[src/verilog/fault_sup_pkg.sv]
// Purpose: Shared constants and types for the motor fault trip supervisor.
// Assumes: AXI4-Lite register access, 32-bit data, 125 MHz clock.
// Notes: Summary of operation follows.
// Summary of operation
// - Any detected protective fault stops the motor and raises the trip output.
// - Checks always run; fault codes are shown only with the keypad attached.
// - Low DC bus pauses the motor without trip; it resumes on recovery.
// - With undervoltage trip mode selected, low DC bus latches a trip instead.
// - Load above warning level flashes the display and does not trip.
// - Load held above the overload level trips the motor.
// - Motor current above its limit raises an overcurrent trip.
// - DC bus above the overvoltage level raises an overvoltage trip.
// - Corrupt stored user settings raise a user setting fault.
// - Corrupt stored factory settings raise a factory setting fault.
// - A control processor malfunction raises a processor trip.
// - A rotor position sensor fault raises a sensor trip.
// - Speed above about 4500 rpm raises an overspeed trip.
// - Control section above about 105 degrees raises an overheat trip.
// - Changing the run source forces a trip; new value applies after reset.
// - Power removal and reapplication clears every trip.
// - Reset needs both inputs in direction modes, second input in reset modes.
// - A reset input held continuously has no further effect.
// - Overcurrent, sensor, processor and user setting trips clear only by power.
`default_nettype none
package fault_sup_pkg;
   localparam int ADDR_W = 4;
   localparam logic [3:0] ADDR_CTRL = 4'h0;
   localparam logic [3:0] ADDR_STATUS = 4'h4;
   localparam logic [3:0] ADDR_CAUSE = 4'h8;
   localparam logic [3:0] ADDR_LATCH = 4'hC;
   localparam logic [1:0] RESP_OKAY = 2'h0;
   localparam logic [1:0] RESP_SLVERR = 2'h2;
   localparam logic [3:0] CTRL_RESET = 4'h0;
   localparam int CTRL_UV_TRIP = 0;
   localparam int CTRL_MODE_LSB = 1;
   localparam int CTRL_RUN_SRC = 3;
   // Latch bit i reports fault code i+1
   localparam int F_UV = 0, F_OL = 1, F_OC = 2, F_OV = 3, F_UPR = 4;
   localparam int F_SPR = 5, F_SYS = 6, F_SEN = 7, F_OS = 8, F_OH = 9;
   localparam int F_CAU = 10, NFLT = 11;
   localparam logic [10:0] HARD_MASK = 11'h0D4;
   localparam int V_W = 10, CNT_W = 20;
   localparam logic [9:0] UV_LIM_100 = 10'h064;
   localparam logic [9:0] UV_LIM_200 = 10'h0C8;
   localparam logic [9:0] OV_LIM_100 = 10'h0C8;
   localparam logic [9:0] OV_LIM_200 = 10'h190;
   localparam logic [7:0] OLW_SMALL = 8'h64;
   localparam logic [7:0] OLW_BIG = 8'h50;
   localparam logic [7:0] OLT_SMALL = 8'h73;
   localparam logic [7:0] OLT_BIG = 8'h69;
   localparam logic [12:0] SPEED_LIM = 13'h1194;
   localparam logic [7:0] TEMP_LIM = 8'h69;
   typedef enum logic [1:0] {
      mode_run = 2'b00, mode_pause = 2'b01, mode_trip = 2'b10
   } mode_t;
   typedef enum logic [1:0] {
      in_fwd_rev = 2'b00, in_rev_fwd = 2'b01,
      in_fwd_rst = 2'b10, in_rev_rst = 2'b11
   } in_mode_t;
   typedef enum logic [3:0] {
      no_trip_code = 4'h0, undervoltage_trip_code = 4'h1,
      overload_trip_code = 4'h2, overcurrent_trip_code = 4'h3,
      overvoltage_trip_code = 4'h4, user_setting_fault_code = 4'h5,
      factory_setting_fault_code = 4'h6, processor_fault_code = 4'h7,
      position_sensor_fault_code = 4'h8, overspeed_trip_code = 4'h9,
      overheat_trip_code = 4'hA, setting_change_trip_code = 4'hB,
      undervoltage_pause_code = 4'hC
   } code_t;
   typedef struct packed {
      logic [V_W-1:0] dc_bus_v;
      logic [7:0] load_pct;
      logic [12:0] speed_rpm;
      logic [7:0] temp_c;
   } meas_t;
   typedef struct packed {
      logic overcurrent;
      logic user_param_bad;
      logic sys_param_bad;
      logic cpu_fault;
      logic sensor_fault;
      logic keypad_present;
   } check_t;
   typedef struct packed {
      mode_t mode;
      logic [NFLT-1:0] latch;
      code_t cause;
      code_t disp;
      logic flash;
      logic warn;
      logic [3:0] ctrl;
      logic run_src_act;
      logic [1:0] s1, s2, s3, filt;
      logic rst_prev;
      logic [CNT_W-1:0] ol_cnt;
      logic aw_got, w_got, wstrb0;
      logic [ADDR_W-1:0] awaddr;
      logic [3:0] wdata;
      logic bvalid;
      logic [1:0] bresp;
      logic rvalid;
      logic [1:0] rresp;
      logic [31:0] rdata;
   } state_t;
endpackage : fault_sup_pkg
`default_nettype wire

[src/verilog/fault_trip_supervisor.sv]
// Purpose: Watches motor measurements and checks, latches trips, stops motor.
// Assumes: Measurements and checks come from logic on clk; digital inputs
//          are pins. Reset is the power-on reset of the drive.
// Notes: Registers over AXI4-Lite; see package for offsets.
`timescale 1ns/1ps
`default_nettype none
module fault_trip_supervisor
   import fault_sup_pkg::*;
#(
   parameter bit HIGH_VOLT = 1'b0,
   parameter bit BIG_UNIT = 1'b0,
   parameter int OL_HOLD = 125000
) (
   input wire logic clk,
   input wire logic resetn,
   input wire meas_t meas,
   input wire check_t checks,
   input wire logic first_digital_input,
   input wire logic second_digital_input,
   output logic trip_out,
   output logic motor_enable,
   output logic run_source,
   output code_t display_code,
   output logic display_flash,
   input wire logic [ADDR_W-1:0] s_axi_awaddr,
   input wire logic s_axi_awvalid,
   output logic s_axi_awready,
   input wire logic [31:0] s_axi_wdata,
   input wire logic [3:0] s_axi_wstrb,
   input wire logic s_axi_wvalid,
   output logic s_axi_wready,
   output logic [1:0] s_axi_bresp,
   output logic s_axi_bvalid,
   input wire logic s_axi_bready,
   input wire logic [ADDR_W-1:0] s_axi_araddr,
   input wire logic s_axi_arvalid,
   output logic s_axi_arready,
   output logic [31:0] s_axi_rdata,
   output logic [1:0] s_axi_rresp,
   output logic s_axi_rvalid,
   input wire logic s_axi_rready
);

   if (OL_HOLD < 1 || OL_HOLD > (1 << CNT_W)) begin : g_chk
      $error("OL_HOLD out of range");
   end

   localparam logic [CNT_W-1:0] OL_LIM = CNT_W'(OL_HOLD - 1);
   localparam logic [V_W-1:0] UV_LIM = HIGH_VOLT ? UV_LIM_200 : UV_LIM_100;
   localparam logic [V_W-1:0] OV_LIM = HIGH_VOLT ? OV_LIM_200 : OV_LIM_100;
   localparam logic [7:0] OLW_LIM = BIG_UNIT ? OLW_BIG : OLW_SMALL;
   localparam logic [7:0] OLT_LIM = BIG_UNIT ? OLT_BIG : OLT_SMALL;

   // ----------------------------------------------------------------
   // Helpers
   // ----------------------------------------------------------------
   function automatic logic addr_ok(input logic [ADDR_W-1:0] a);
      addr_ok = (a == ADDR_CTRL) || (a == ADDR_STATUS) ||
                (a == ADDR_CAUSE) || (a == ADDR_LATCH);
   endfunction : addr_ok

   // Lowest latch index wins so the first listed fault is reported
   function automatic code_t first_code(input logic [NFLT-1:0] l);
      first_code = no_trip_code;
      for (int i = NFLT - 1; i >= 0; i--) begin
         if (l[i]) begin
            first_code = code_t'(4'(i + 1));
         end
      end
   endfunction : first_code

   state_t st_ff, nxt_st;
   logic [NFLT-1:0] det;
   logic uv_low, ol_over, rst_cond, rst_edge, clear, wr_fire, cau_evt;
   logic ar_fire;
   logic [3:0] wr_ctrl;

   // ----------------------------------------------------------------
   // Next state
   // ----------------------------------------------------------------
   always_comb begin
      nxt_st = st_ff;
      // Pin inputs: a change counts once stages two and three agree
      nxt_st.s1 = {second_digital_input, first_digital_input};
      nxt_st.s2 = st_ff.s1;
      nxt_st.s3 = st_ff.s2;
      nxt_st.filt = (st_ff.s2 & st_ff.s3) |
                    (st_ff.filt & (st_ff.s2 ^ st_ff.s3));

      // Register writes
      wr_fire = st_ff.aw_got && st_ff.w_got && !st_ff.bvalid;
      wr_ctrl = st_ff.ctrl;
      if (wr_fire && st_ff.awaddr == ADDR_CTRL && st_ff.wstrb0) begin
         wr_ctrl = st_ff.wdata;
      end
      cau_evt = wr_ctrl[CTRL_RUN_SRC] != st_ff.ctrl[CTRL_RUN_SRC];
      nxt_st.ctrl = wr_ctrl;

      // Fault detection runs regardless of keypad presence
      uv_low = meas.dc_bus_v < UV_LIM;
      ol_over = meas.load_pct > OLT_LIM;
      nxt_st.ol_cnt = '0;
      if (ol_over) begin
         nxt_st.ol_cnt = (st_ff.ol_cnt == OL_LIM) ? OL_LIM
                         : st_ff.ol_cnt + 1'b1;
      end
      det = '0;
      det[F_UV] = uv_low && st_ff.ctrl[CTRL_UV_TRIP];
      det[F_OL] = ol_over && st_ff.ol_cnt == OL_LIM;
      det[F_OC] = checks.overcurrent;
      det[F_OV] = meas.dc_bus_v > OV_LIM;
      det[F_UPR] = checks.user_param_bad;
      det[F_SPR] = checks.sys_param_bad;
      det[F_SYS] = checks.cpu_fault;
      det[F_SEN] = checks.sensor_fault;
      det[F_OS] = meas.speed_rpm > SPEED_LIM;
      det[F_OH] = meas.temp_c > TEMP_LIM;
      det[F_CAU] = cau_evt;
      nxt_st.warn = meas.load_pct > OLW_LIM;

      // Trip reset: direction modes need both inputs, reset modes the second
      rst_cond = st_ff.ctrl[CTRL_MODE_LSB+1] ? st_ff.filt[1]
                 : (st_ff.filt[0] && st_ff.filt[1]);
      nxt_st.rst_prev = rst_cond;
      rst_edge = rst_cond && !st_ff.rst_prev;
      clear = rst_edge && st_ff.mode == mode_trip &&
              (st_ff.latch & HARD_MASK) == '0;
      // A fault seen in the clearing cycle stays latched
      nxt_st.latch = (clear ? '0 : st_ff.latch) | det;
      if (clear) begin
         nxt_st.run_src_act = st_ff.ctrl[CTRL_RUN_SRC];
      end
      nxt_st.cause = first_code(nxt_st.latch);

      case (st_ff.mode)
         mode_run, mode_pause, mode_trip: begin
            if (nxt_st.latch != '0) begin
               nxt_st.mode = mode_trip;
            end else if (uv_low) begin
               nxt_st.mode = mode_pause;
            end else begin
               nxt_st.mode = mode_run;
            end
         end
         default: begin
            nxt_st.mode = mode_trip;
         end
      endcase

      // Keypad shows codes and flashes only while attached
      nxt_st.disp = no_trip_code;
      if (checks.keypad_present) begin
         if (nxt_st.mode == mode_trip) begin
            nxt_st.disp = nxt_st.cause;
         end else if (nxt_st.mode == mode_pause) begin
            nxt_st.disp = undervoltage_pause_code;
         end
      end
      nxt_st.flash = checks.keypad_present && nxt_st.warn;

      // Write channel: address and data taken in either order
      if (s_axi_awvalid && s_axi_awready) begin
         nxt_st.aw_got = 1'b1;
         nxt_st.awaddr = s_axi_awaddr;
      end
      if (s_axi_wvalid && s_axi_wready) begin
         nxt_st.w_got = 1'b1;
         nxt_st.wdata = s_axi_wdata[3:0];
         nxt_st.wstrb0 = s_axi_wstrb[0];
      end
      if (wr_fire) begin
         nxt_st.aw_got = 1'b0;
         nxt_st.w_got = 1'b0;
         nxt_st.bvalid = 1'b1;
         nxt_st.bresp = addr_ok(st_ff.awaddr) ? RESP_OKAY : RESP_SLVERR;
      end else if (st_ff.bvalid && s_axi_bready) begin
         nxt_st.bvalid = 1'b0;
      end

      // Read channel
      ar_fire = s_axi_arvalid && !st_ff.rvalid;
      if (ar_fire) begin
         nxt_st.rvalid = 1'b1;
         nxt_st.rresp = addr_ok(s_axi_araddr) ? RESP_OKAY : RESP_SLVERR;
         case (s_axi_araddr)
            ADDR_CTRL: begin
               nxt_st.rdata = {28'h0000000, st_ff.ctrl};
            end
            ADDR_STATUS: begin
               nxt_st.rdata = {27'h0000000, st_ff.run_src_act,
                               checks.keypad_present, st_ff.warn,
                               st_ff.mode};
            end
            ADDR_CAUSE: begin
               nxt_st.rdata = {28'h0000000, st_ff.cause};
            end
            ADDR_LATCH: begin
               nxt_st.rdata = {21'h000000, st_ff.latch};
            end
            default: begin
               nxt_st.rdata = 32'h00000000;
            end
         endcase
      end else if (st_ff.rvalid && s_axi_rready) begin
         nxt_st.rvalid = 1'b0;
      end
   end

   // ----------------------------------------------------------------
   // State register
   // ----------------------------------------------------------------
   // Power-on reset is the only path out of the hard trips
   always_ff @(posedge clk or negedge resetn) begin
      if (!resetn) begin
         st_ff <= '0;
         st_ff.ctrl <= CTRL_RESET;
         st_ff.mode <= mode_run;
         st_ff.cause <= no_trip_code;
         st_ff.disp <= no_trip_code;
      end else begin
         st_ff <= nxt_st;
      end
   end

   // ----------------------------------------------------------------
   // Outputs
   // ----------------------------------------------------------------
   assign trip_out = st_ff.mode == mode_trip;
   assign motor_enable = st_ff.mode == mode_run;
   assign run_source = st_ff.run_src_act;
   assign display_code = st_ff.disp;
   assign display_flash = st_ff.flash;
   assign s_axi_awready = !st_ff.aw_got && !st_ff.bvalid;
   assign s_axi_wready = !st_ff.w_got && !st_ff.bvalid;
   assign s_axi_bvalid = st_ff.bvalid;
   assign s_axi_bresp = st_ff.bresp;
   assign s_axi_arready = !st_ff.rvalid;
   assign s_axi_rvalid = st_ff.rvalid;
   assign s_axi_rresp = st_ff.rresp;
   assign s_axi_rdata = st_ff.rdata;
endmodule : fault_trip_supervisor
`default_nettype wire

[config.mk]
export PLATFORM = sky130hd
export DESIGN_NAME = fault_trip_supervisor
export DESIGN_NICKNAME = d
export VERILOG_FILES = /design/src/verilog/fault_sup_pkg.sv /design/src/verilog/fault_trip_supervisor.sv
export SDC_FILE = /design/constraint.sdc
export NUM_CORES = 1
export LEC_CHECK = 0
export BUFFER_PORTS_ARGS = -buffer_cell sky130_fd_sc_hd__buf_2
export CORE_ASPECT_RATIO = 0.8
export CORE_MARGIN = 8
export CORE_UTILIZATION = 45
export CTS_BUF_LIST = sky130_fd_sc_hd__clkbuf_4 sky130_fd_sc_hd__clkbuf_8 sky130_fd_sc_hd__clkbuf_16
export CTS_CLUSTER_SIZE = 24
export DETAILED_ROUTE_END_ITERATION = 16
export PLACE_DENSITY = 0.83
export SLEW_MARGIN = 25
export SYNTH_ARGS = -nofsm -noshare
export SYNTH_HDL_FRONTEND = slang
export SYNTH_SLANG_ARGS = --single-unit
[constraint.sdc]
create_clock -name clk -period 2.74 [get_ports clk]
set_input_delay 0.548 -clock clk [delete_from_list [all_inputs] [get_ports clk]]
set_output_delay 0.548 -clock clk [all_outputs]
set_load 0.005 [all_outputs]
[Word level (Yosys, flattened, before mapping)]
Cells that the tools add are included.
Word-level totals
  word-level logic and storage cells: 120
  input port bits: 98
  bits in registers: 106
  output and inout port bits: 49
Operators by class
  bitwise operators: 5
  magnitude comparators: 6
  mux-type cells: 32
  eq/ne operators: 12
  $add $sub $neg: 1
  reduce and logical (&&, ||, !) cells: 39
Operators by type and width (number)
  $mux W4: 15
  $pmux W11 S4: 1
  $mux W20: 2
  $gt A8 B7 Y1 const B: 3
  $add A20 B1 Y20 const B: 1
  $eq A20 B17 Y1 const B: 1
  $logic_and A1 B1 Y1: 18
  $eq A4 B4 Y1 const B: 4
  $gt A13 B13 Y1 const B: 1
  $mux W2: 6
  $logic_not A11 Y1: 1
  $mux W11: 1
  $or A11 B11 Y11: 1
  $reduce_bool A11 Y1: 1
  $gt A10 B8 Y1 const B: 1
  $lt A10 B7 Y1 const B: 1
  $eq A4 B3 Y1 const B: 2
  $logic_not A4 Y1: 2
  $reduce_bool A2 Y1: 4
  $mux W1: 7
  $logic_or A1 B1 Y1: 6
  $logic_not A1 Y1: 5
  $and A2 B2 Y2: 2
  $eq A2 B1 Y1 const B: 2
  6 further kinds: 7

[Logic depth before layout (Yosys ltp)]
Gate-level depths: netlist of the first run.
  word-level depth: 20
  gate-level depth with buffers: 8
  mapped depth without buffers: 7

[Least setup slack after synthesis of the first run]
OpenSTA, ideal clock, no wires.
  path kind: register to register
  start point: register st_ff[100] in the netlist's numbering
  end point: register st_ff (netlist bit display_code[0])
  arrival: 2.429 ns
  stages on the path, launching flop included: 8
  clock period less this slack: 2.548 ns
  buffers on the path: 1
  path slack: 0.192 ns
  required time: 2.620 ns
  path through: dfrtp_1 > or4b_1 > or3_1 > buf_6 > a2111oi_4 > nand4_1 > nand4bb_4 > and3_1
RTL lines
  from (decl): RTL line fault_trip_supervisor.sv:72  | state_t st_ff, nxt_st;
  from (signal assigned): RTL line fault_trip_supervisor.sv:221  | st_ff <= nxt_st;

==> results by group, run 1 <==
Status
  • Run status: finished, violations left
  • Violated checks: setup timing

STA
  • Worst slew margin: 0.450
  • Endpoints failing hold: 0
  • Fin crit share: 1.02
  • Unrepaired setup endpoints after global routing: true
  • # setup viols final: 2
  • Worst Tran Pin Value: 820 ps
  • Worst setup margin: -63.6 ps
  • Hold slack: 213 ps
  • Tmin final: 2800 ps
  • Max Clock Skew: 6.31 ps
  • Fmax: 357 MHz
  • Max-slew violation count: 0

Yosys
  • Post-synth EDFFs: 0
  • Post-Syn Instances: 349
  • Mean Syn Cell Area: 11.3 µm²
  • Synth top area cells: dfrtp_1 (53%), buf_4 (7.6%), mux2_2 (4.0%)
  • Post-synth ARST share: 1.00
  • Post-synth top area cell: dfrtp_1
  • Top_reg_cell synth: dfrtp_1
  • Netlist cell types: 54
  • Synth Register Bits: 83
  • Synth Cell Area: 0.00394 mm²
  • Synth top area share: 0.527
  • Yosys warnings: 0
  • Post-synthesis sequential area ratio: 0.527

Setup path
  • Worst R2R Path Depth: 9
  • Delay-heaviest family, CP: simple AND/OR/NAND/NOR gates
  • CP max stage cell: or4b_4
  • Crit path capture: display_code[0]
  • Critical path's largest stage delay: 530 ps
  • Reg-to-Reg End: display_code[0]
  • Worst Path Max Fanout: 8
  • Worst path depth: 9
  • Flop-to-flop setup slack: -60 ps
  • WP data arrival: 3090 ps
  • Bufs and invs on worst path: 3
  • CP Cell Sequence: or4b_4 > or3_4 > buf_12 > a2111oi_4 > buf_4 > inv_2 > a211o_1 > o221ai_2 > and3_1
  • Kind of start point of the critical path: register
  • CP Class: reg -> reg
  • R2r startpoint: st_ff[100]
  • CP required: 3030 ps
  • CP startpoint: st_ff[100]
  • Critical path capture point type: register

Route
  • 1st-iter DRT viols: 160
  • Routed length per instance: 16.3 µm
  • Initial DRT Pass Iterations: 4
  • Drt drc: 0
  • Drt via density: 5.21
  • WL final: 9160 µm
  • ANT nets after route: 0
  • Vias: 2933

Floorplanning
  • Total core area: 0.00848 mm²
  • Die area: 0.0120 mm²
  • Top-Level Pins: 147
  • Die height: 99.7 µm
  • Num rows: 30
  • Chip Width: 121 µm
  • Initial Utilization: 0.465

Job
  • Total of max-cap violations: 0

Clock network
  • # hold bufs at CTS: 0
  • CTS Sinks: 83
  • CTS Root Cell: clkbuf_8
  • Clock-pin slew on the worst setup and hold paths: 80 ps
  • TritonCTS clock tree: done
  • TritonCTS buffer count: 9
  • Clk_lat worst skew: 350 ps
  • H-tree Lvls: 3
  • Clock Tree Buf Depth: 2

Global routing
  • Vias in the first global route: 3009
  • GRT Total Usage: 0.154
  • GRT met3 Usage: 0.0425
  • Largest net degree at the start of global routing: 84
  • First-pass GRT wire length: 14700 µm
  • Global routing usage on met2: 0.253
  • Gr ovfl total: 0
  • Antenna violations before repair: 1
  • Grt met1 use: 0.184
  • Top Usage Layer GRT: met2

Layout
  • Antenna diodes: 0
  • Net count reported at finish: 547
  • Layout cells sized above 1: 0.361
  • P&R area growth vs syn: 19.4%
  • Fillers: 707

Pwr
  • Power density over cell area: 658 mW/mm²
  • Max IR drop VDD: 0.000318 V
  • Pwr Total: 3.10 mW
  • Leak: 2.25 nW

Hold path
  • Hold Crit Class: in -> async

Placement
  • Port-buffer cells: 91
  • Routability cong.: 0.862
  • Post-DP HPWL: 7080 µm
[worst reg2reg max path: stages, from the launching register on]
cell       delay, ps
dfrtp_1          400
or4b_4           530
or3_4            360
buf_12           150
a2111oi_4        400
buf_4            190
inv_2             30
a211o_1          300
o221ai_2         210
and3_1           190
[cells in the mapped netlist (all sizes together) (3+ instances only)]
master / n
dfrtp: 83
nor4b: 4
nand4: 5
or2: 3
or3: 8
mux4: 4
a22o: 10
a21oi: 15
o21ai: 13
nor2: 34
nor3: 7
inv: 16
xnor2: 8
buf: 41
ha: 3
and3: 4
nor2b: 3
clkbuf: 4
mux2: 14
xor2: 6
nand3: 11
and2: 4
nand2: 18
o31ai: 3
[metrics by stage]
step                setup WS [ps]  TNS, ps  utilization  std cells  instance area, µm²
global placement            -4.37    -4.37        0.514        538                4360
detailed placement           -113     -289        0.514        538                4360
global route                 -137     -295        0.555        563                4700
CTS                          2.14        0        0.544        556                4610
floorplan                     192        0            -        371                4020
finish                      -63.6    -86.4        0.555        563                4700
[layer usage]
metal | up-vias | wire length, µm
li1 | 1360 | -
met1 | 1437 | 3660
met2 | 121 | 4530
met3 | 13 | 792
met4 | 2 | 166
met5 | - | 8
[power by group]
group          switching, mW  internal [mW]  total [mW]
clock network          0.400          0.527       0.927
registers              0.141           1.42        1.56
logic                  0.280          0.325       0.605
[repair_timing]
action                     in CTS  in global routing
setup buffers                   2                  7
pin swaps                       4                  8
gates resized for setup         4                  8
setup endpoints to repair       4                  4
[placed cells by master, fill, tap and decap left out, drive strengths merged, types with 11 or more instances in the layout]
master and instances:
conb 23, nand2 18, dfrtp 83, nand3 11, inv 16, clkbuf 15, a21oi 15, nor2 34
o21ai 13, mux2 14, buf 109
[kinds of logic (layout without fill, tap and decap cells)]
logic type                 count (synthesis)  count (layout)  share of synthesized area
AOI/OAI and AO/OA                         61              61                      0.121
xor gates and xnor gates                  14              14                     0.0311
adders and majority gates                  3               3                    0.00952
buffers and inverters                     61             141                     0.0981
DFF                                       83              83                      0.527
muxes                                     19              19                     0.0663
other                                      1              23                   0.000951
and+or+nand+nor                          107             107                      0.146
[sequential cells by signal, indices dropped and copies added (netlist names), 4 cells and up]
name and cells:
nxt_st 4, st_ff 58, s_axi_rdata 11, display_code 4
[worst min-delay path by stage]
stage	start	to	depth (start not counted)
2_1_floorplan	resetn	display_code[0]	0
3_3_place_gp	nxt_st[74]	nxt_st[72]	0
3_5_place_dp	nxt_st[74]	nxt_st[72]	0
4_1_cts	first_digital_input	nxt_st[74]	1
5_1_grt	resetn	st_ff[70]	1
6_report	resetn	display_flash	1
[area by class of cell]
| class | count | area, µm² | area share |
|---|---|---|---|
| Clock buffer | 15 | 188 | 0.0399 |
| Tap cell | 112 | 140 | 0.0298 |
| Multi-Input combinational cell | 227 | 1600 | 0.340 |
| Timing Repair Buffer | 109 | 609 | 0.130 |
| Inverter | 16 | 60.1 | 0.0128 |
| Clock inverter | 1 | 30.0 | 0.00638 |
| Sequential cell | 83 | 2080 | 0.441 |
(Power assumes the default switching activity.)
==> run 2, diff against run 1 <==
CAP_MARGIN = 20   (was not set)
CORE_ASPECT_RATIO = 0.75   (was 0.8)
CTS_CLUSTER_SIZE = 40   (was 24)
==> results by group, run 2 (synthesis results as in run 1) <==
Clock network
  • H-tree Lvls: 3
  • TritonCTS buffer count: 9
  • CTS Root Cell: clkbuf_16
  • TritonCTS clock tree: done
  • Clk_lat worst skew: 340 ps
  • CTS Sinks: 83
  • Clock Tree Buf Depth: 2
  • Clock-pin slew on the worst setup and hold paths: 60 ps
  • # hold bufs at CTS: 0

Floorplanning
  • Die area: 0.0120 mm²
  • Initial Utilization: 0.464
  • Total core area: 0.00849 mm²
  • Chip Width: 124 µm
  • Num rows: 29
  • Die height: 97.1 µm
  • Top-Level Pins: 147

Pwr
  • Leak: 2.25 nW
  • Combinational Power Share: 0.178
  • Switching power total: 890 µW
  • Max IR drop VDD: 0.000434 V
  • Clk network pwr share: 0.356
  • Power density over cell area: 708 mW/mm²
  • Internal: 2.49 mW
  • Switching part of the total: 0.263
  • Reg power frac: 0.466

Setup path
  • Kind of start point of the critical path: register
  • WP data arrival: 2920 ps
  • CP required: 2960 ps
  • CP Class: reg -> reg
  • Worst Path Max Fanout: 4
  • Critical path capture point type: register

STA
  • Tmin final: 2700 ps
  • Worst slew margin: 0.444
  • Fin crit share: 0.984
  • Hold slack: 197 ps
  • Fmax: 371 MHz
  • # setup viols final: 0
  • Endpoints failing hold: 0
  • Unrepaired setup endpoints after global routing: true
  • Worst Tran Pin Value: 829 ps
  • Max Clock Skew: 7.86 ps
  • Max-slew violation count: 0

Global routing
  • Largest net degree at the start of global routing: 43
  • First-pass GRT wire length: 15100 µm
  • Vias in the first global route: 3088
  • Antenna violations before repair: 0
  • GRT Total Usage: 0.157
  • Gr ovfl total: 0

Placement
  • Post-DP HPWL: 6960 µm
  • Routability cong.: 0.849
  • Port-buffer cells: 91
  • Area after DPL: 0.00439 mm²

Route
  • Drt via density: 5.33
  • ANT nets after route: 0
  • WL final: 9370 µm
  • Routed length per instance: 16.9 µm
  • Initial DRT Pass Iterations: 4
  • Vias: 2964
  • 1st-iter DRT viols: 205
  • Drt drc: 0

Layout
  • Layout cells sized above 1: 0.364
  • Antenna diodes: 0
  • Commonest cells after routing, fill and taps aside: buf_2 (90), dfrtp_1 (83), nor2_1 (34)
  • Fillers: 709
  • P&R area growth vs syn: 21.3%
  • Final instance area: 0.00478 mm²
  • Max reg flops: 58
  • Util after Layout: 0.563
  • Largest Register: st_ff
  • Net count reported at finish: 544
  • Most common cell after layout, fill and taps aside: buf_2

Hold path
  • Hold Crit Class: in -> async

Status
  • Run status: complete, no violations

Job
  • Total of max-cap violations: 0
==> run 2: changes by cell type in the layout (fill, tap and decap cells not counted), sizes merged <==
cell      before  now
buf          109  106
clkinv         0    1
clkbuf        15   12
clkinvlp       0    2
==> run 2: final timing paths <==
check,start,endpoint,slack (ps),depth (start not counted)
hold reg to reg,nxt_st[74],nxt_st[72],350,0
setup reg to reg,st_ff[100],display_code[0],40,7
setup / recovery,st_ff[100],display_code[0],40,7
min in group clk,first_digital_input,nxt_st[74],320,1
hold / removal,resetn,st_ff[54],200,1
max in group asynchronous,resetn,st_ff[63],1910,2
==> run 2: cell type report <==
cell class,instances,area (µm²),area share
clock buffer,12,254,0.0531
clock inverter,4,50.0,0.0105
inverter,16,60.1,0.0126
multi-input combinational,227,1620,0.338
sequential,83,2080,0.435
tap,108,135,0.0283
timing repair buffer,106,587,0.123
==> run 2: repair_timing <==
| action | 4_1_cts | 5_1_grt |
|---|---|---|
| pin swaps | 6 | 8 |
| gates resized for setup | 3 | 10 |
| endpoints found under the setup margin | 4 | 7 |
| buffers inserted | 4 | 1 |
==> run 2: routing by layer <==
layer	GRT usage	routed length [µm]
met3	0.0575	882
met1	0.204	4050
met5	0	0
met4	0.0538	170
met2	0.236	4270
==> run 2: worst max-delay path, stage by stage (launching register included) <==
cell       delay (ps)
dfrtp_1           400
or4b_4            530
or3_4             360
buf_6             140
a2111oi_4         450
nand4_1           240
nand4bb_4         290
and3_4            180
==> run 2: per-stage QoR <==
| stage | power [mW] | setup TNS, ps | std cells | worst slack, ps |
|---|---|---|---|---|
| after floorplan | 1.98 | 0 | 371 | 192 |
| after global placement | 2.15 | -51.7 | 536 | -46.5 |
| after detailed placement | 2.19 | -160 | 536 | -104 |
| after CTS | 3.41 | 0 | 556 | 17.3 |
| after global routing | 3.55 | -36.7 | 556 | -24.8 |
| final | 3.38 | 0 | 556 | 44.4 |
==> run 2: power groups by stage <==
| stage | clock network [mW] | registers (mW) | logic (mW) |
|---|---|---|---|
| 6_report | 1.21 | 1.58 | 0.602 |
| 4_1_cts | 1.23 | 1.58 | 0.602 |
| 5_1_grt | 1.28 | 1.60 | 0.667 |
| 3_3_place_gp | 0 | 1.58 | 0.565 |
| 2_1_floorplan | 0 | 1.54 | 0.439 |
| 3_5_place_dp | 0 | 1.59 | 0.596 |
==> run 3, diff against run 2 <==
RECOVER_POWER = 100   (was not set)
==> results by group, run 3 (synthesis results as in run 1) <==
Status
  • Run status: complete, no violations

Route
  • Initial DRT Pass Iterations: 4
  • Drt via density: 5.29
  • WL final: 9360 µm
  • Drt drc: 0
  • Vias: 2944
  • 1st-iter DRT viols: 178
  • ANT nets after route: 0
  • Routed length per instance: 16.8 µm

STA
  • # setup viols final: 0
  • Tmin final: 2680 ps
  • Endpoints failing hold: 0
  • Unrepaired setup endpoints after global routing: true
  • Worst slew margin: 0.311
  • Worst Tran Pin Value: 1030 ps
  • Max Clock Skew: 6.84 ps
  • Hold slack: 320 ps
  • Fin crit share: 0.978
  • Fmax: 373 MHz
  • Max-slew violation count: 0

Clock network
  • CTS Sinks: 83
  • TritonCTS clock tree: done
  • Clk_lat worst skew: 330 ps
  • Clock Tree Buf Depth: 2
  • # hold bufs at CTS: 0
  • CTS Root Cell: clkbuf_16
  • TritonCTS buffer count: 9
  • H-tree Lvls: 3
  • Clock-pin slew on the worst setup and hold paths: 60 ps

Job
  • Total of max-cap violations: 0

Floorplanning
  • Top-Level Pins: 147
  • Initial Utilization: 0.464
  • Total core area: 0.00849 mm²
  • Chip Width: 124 µm
  • Die area: 0.0120 mm²
  • Die height: 97.1 µm
  • Num rows: 29

Layout
  • Antenna diodes: 0
  • Net count reported at finish: 544
  • Largest Register: st_ff
  • Max reg flops: 58
  • Commonest cells after routing, fill and taps aside: dfrtp_1 (83), buf_2 (71), nor2_1 (34)
  • Post-Layout Cell Count: 556
  • Layout cells sized above 1: 0.319
  • P&R area growth vs syn: 20.1%
  • Most common cell after layout, fill and taps aside: dfrtp_1

Pwr
  • Switching part of the total: 0.265
  • Combinational Power Share: 0.174
  • Switching power total: 893 µW
  • Max IR drop VDD: 0.000433 V
  • Clk network pwr share: 0.358
  • Leak: 2.17 nW
  • Reg power frac: 0.468
  • Internal: 2.48 mW
  • Power density over cell area: 712 mW/mm²

Hold path
  • Hold wc startpoint: first_digital_input
  • Hold Crit Endpoint: nxt_st[74]
  • Hold path depth: 1
  • Hold Crit Class: in -> reg

Setup path
  • Kind of start point of the critical path: register
  • Critical path's largest stage delay: 530 ps
  • CP max stage cell: or4b_4
  • Critical path capture point type: register
  • Worst R2R Path Depth: 7
  • Delay-heaviest family, CP: simple AND/OR/NAND/NOR gates
  • CP Class: reg -> reg
  • Bufs and invs on worst path: 1
  • Flop-to-flop setup slack: 60 ps
  • WP data arrival: 2900 ps
  • Worst path depth: 7
  • R2r startpoint: st_ff[100]
  • CP Cell Sequence: or4b_4 > or3_4 > buf_6 > a2111oi_4 > nand4_1 > nand4bb_4 > and3_4
  • Reg-to-Reg End: display_code[0]
  • Worst Path Max Fanout: 4
  • CP required: 2960 ps

Placement
  • Routability cong.: 0.849
  • Placed cell count: 536
  • Post-DP HPWL: 6960 µm
  • Port-buffer cells: 91

Global routing
  • First-pass GRT wire length: 15100 µm
  • Antenna violations before repair: 0
  • Vias in the first global route: 3088
  • Gr ovfl total: 0
  • GRT Total Usage: 0.157
  • Largest net degree at the start of global routing: 43
[run 3: routing by layer]
layer  vias up  GRT usage  part of all wire
met5         -          0                 0
met4         0     0.0538             0.012
li1       1357          -                 -
met1      1437      0.204              0.44
met2       140      0.236              0.46
met3        10     0.0575             0.090
[run 3: how the worst max path moves through the flow]
stage	slack [ps]	endpoint	startpoint
floorplan	190	display_code[0]	st_ff[100]
global placement	-50	display_code[0]	st_ff[100]
detailed placement	-100	display_code[0]	st_ff[100]
CTS	20	display_code[0]	st_ff[100]
global route	-20	display_code[0]	st_ff[69]
finish	60	display_code[0]	st_ff[100]
[run 3: what timing repair did]
action                                  4_1_cts  5_1_grt
endpoints found under the setup margin        4        7
resized for setup                             3       10
pin swaps                                     6        8
buffers inserted                              4        1
[run 3: layout make-up]
class                           count  area, µm²
Tap cell                          108        135
Timing Repair Buffer              106        542
Multi-Input combinational cell    227       1620
Sequential cell                    83       2080
Clock buffer                       12        254
Inverter                           16       60.1
Clock inverter                      4       50.0
Fill cell                         724       3760
[run 3: metrics by stage]
| step | setup slack (ps) | setup TNS, ps | total power, mW | area (µm²) | util |
|---|---|---|---|---|---|
| after detailed placement | -104 | -160 | 2.19 | 4390 | 0.517 |
| after global placement | -46.5 | -51.7 | 2.15 | 4390 | 0.517 |
| after floorplan | 192 | 0 | 1.98 | 4020 | - |
| final | 61.1 | 0 | 3.37 | 4730 | 0.558 |
| after global routing | -24.8 | -36.7 | 3.53 | 4730 | 0.558 |
| after CTS | 17.3 | 0 | 3.41 | 4730 | 0.557 |
[run 3: worst reg2reg max path, delay by kind of cell (launching register included)]
kind	cells	cell delay, ps
buffers and inverters	1	140
AO/OA/AOI/OAI	1	440
flip-flops	1	400
AND/OR/NAND/NOR	5	1580
[run 3: power groups by stage]
| stage | registers (mW) | logic, mW | clock network, mW |
|---|---|---|---|
| after floorplan | 1.54 | 0.439 | 0 |
| after global placement | 1.58 | 0.565 | 0 |
| after detailed placement | 1.59 | 0.596 | 0 |
| after CTS | 1.58 | 0.602 | 1.23 |
| after global routing | 1.60 | 0.652 | 1.28 |
| final | 1.58 | 0.587 | 1.21 |
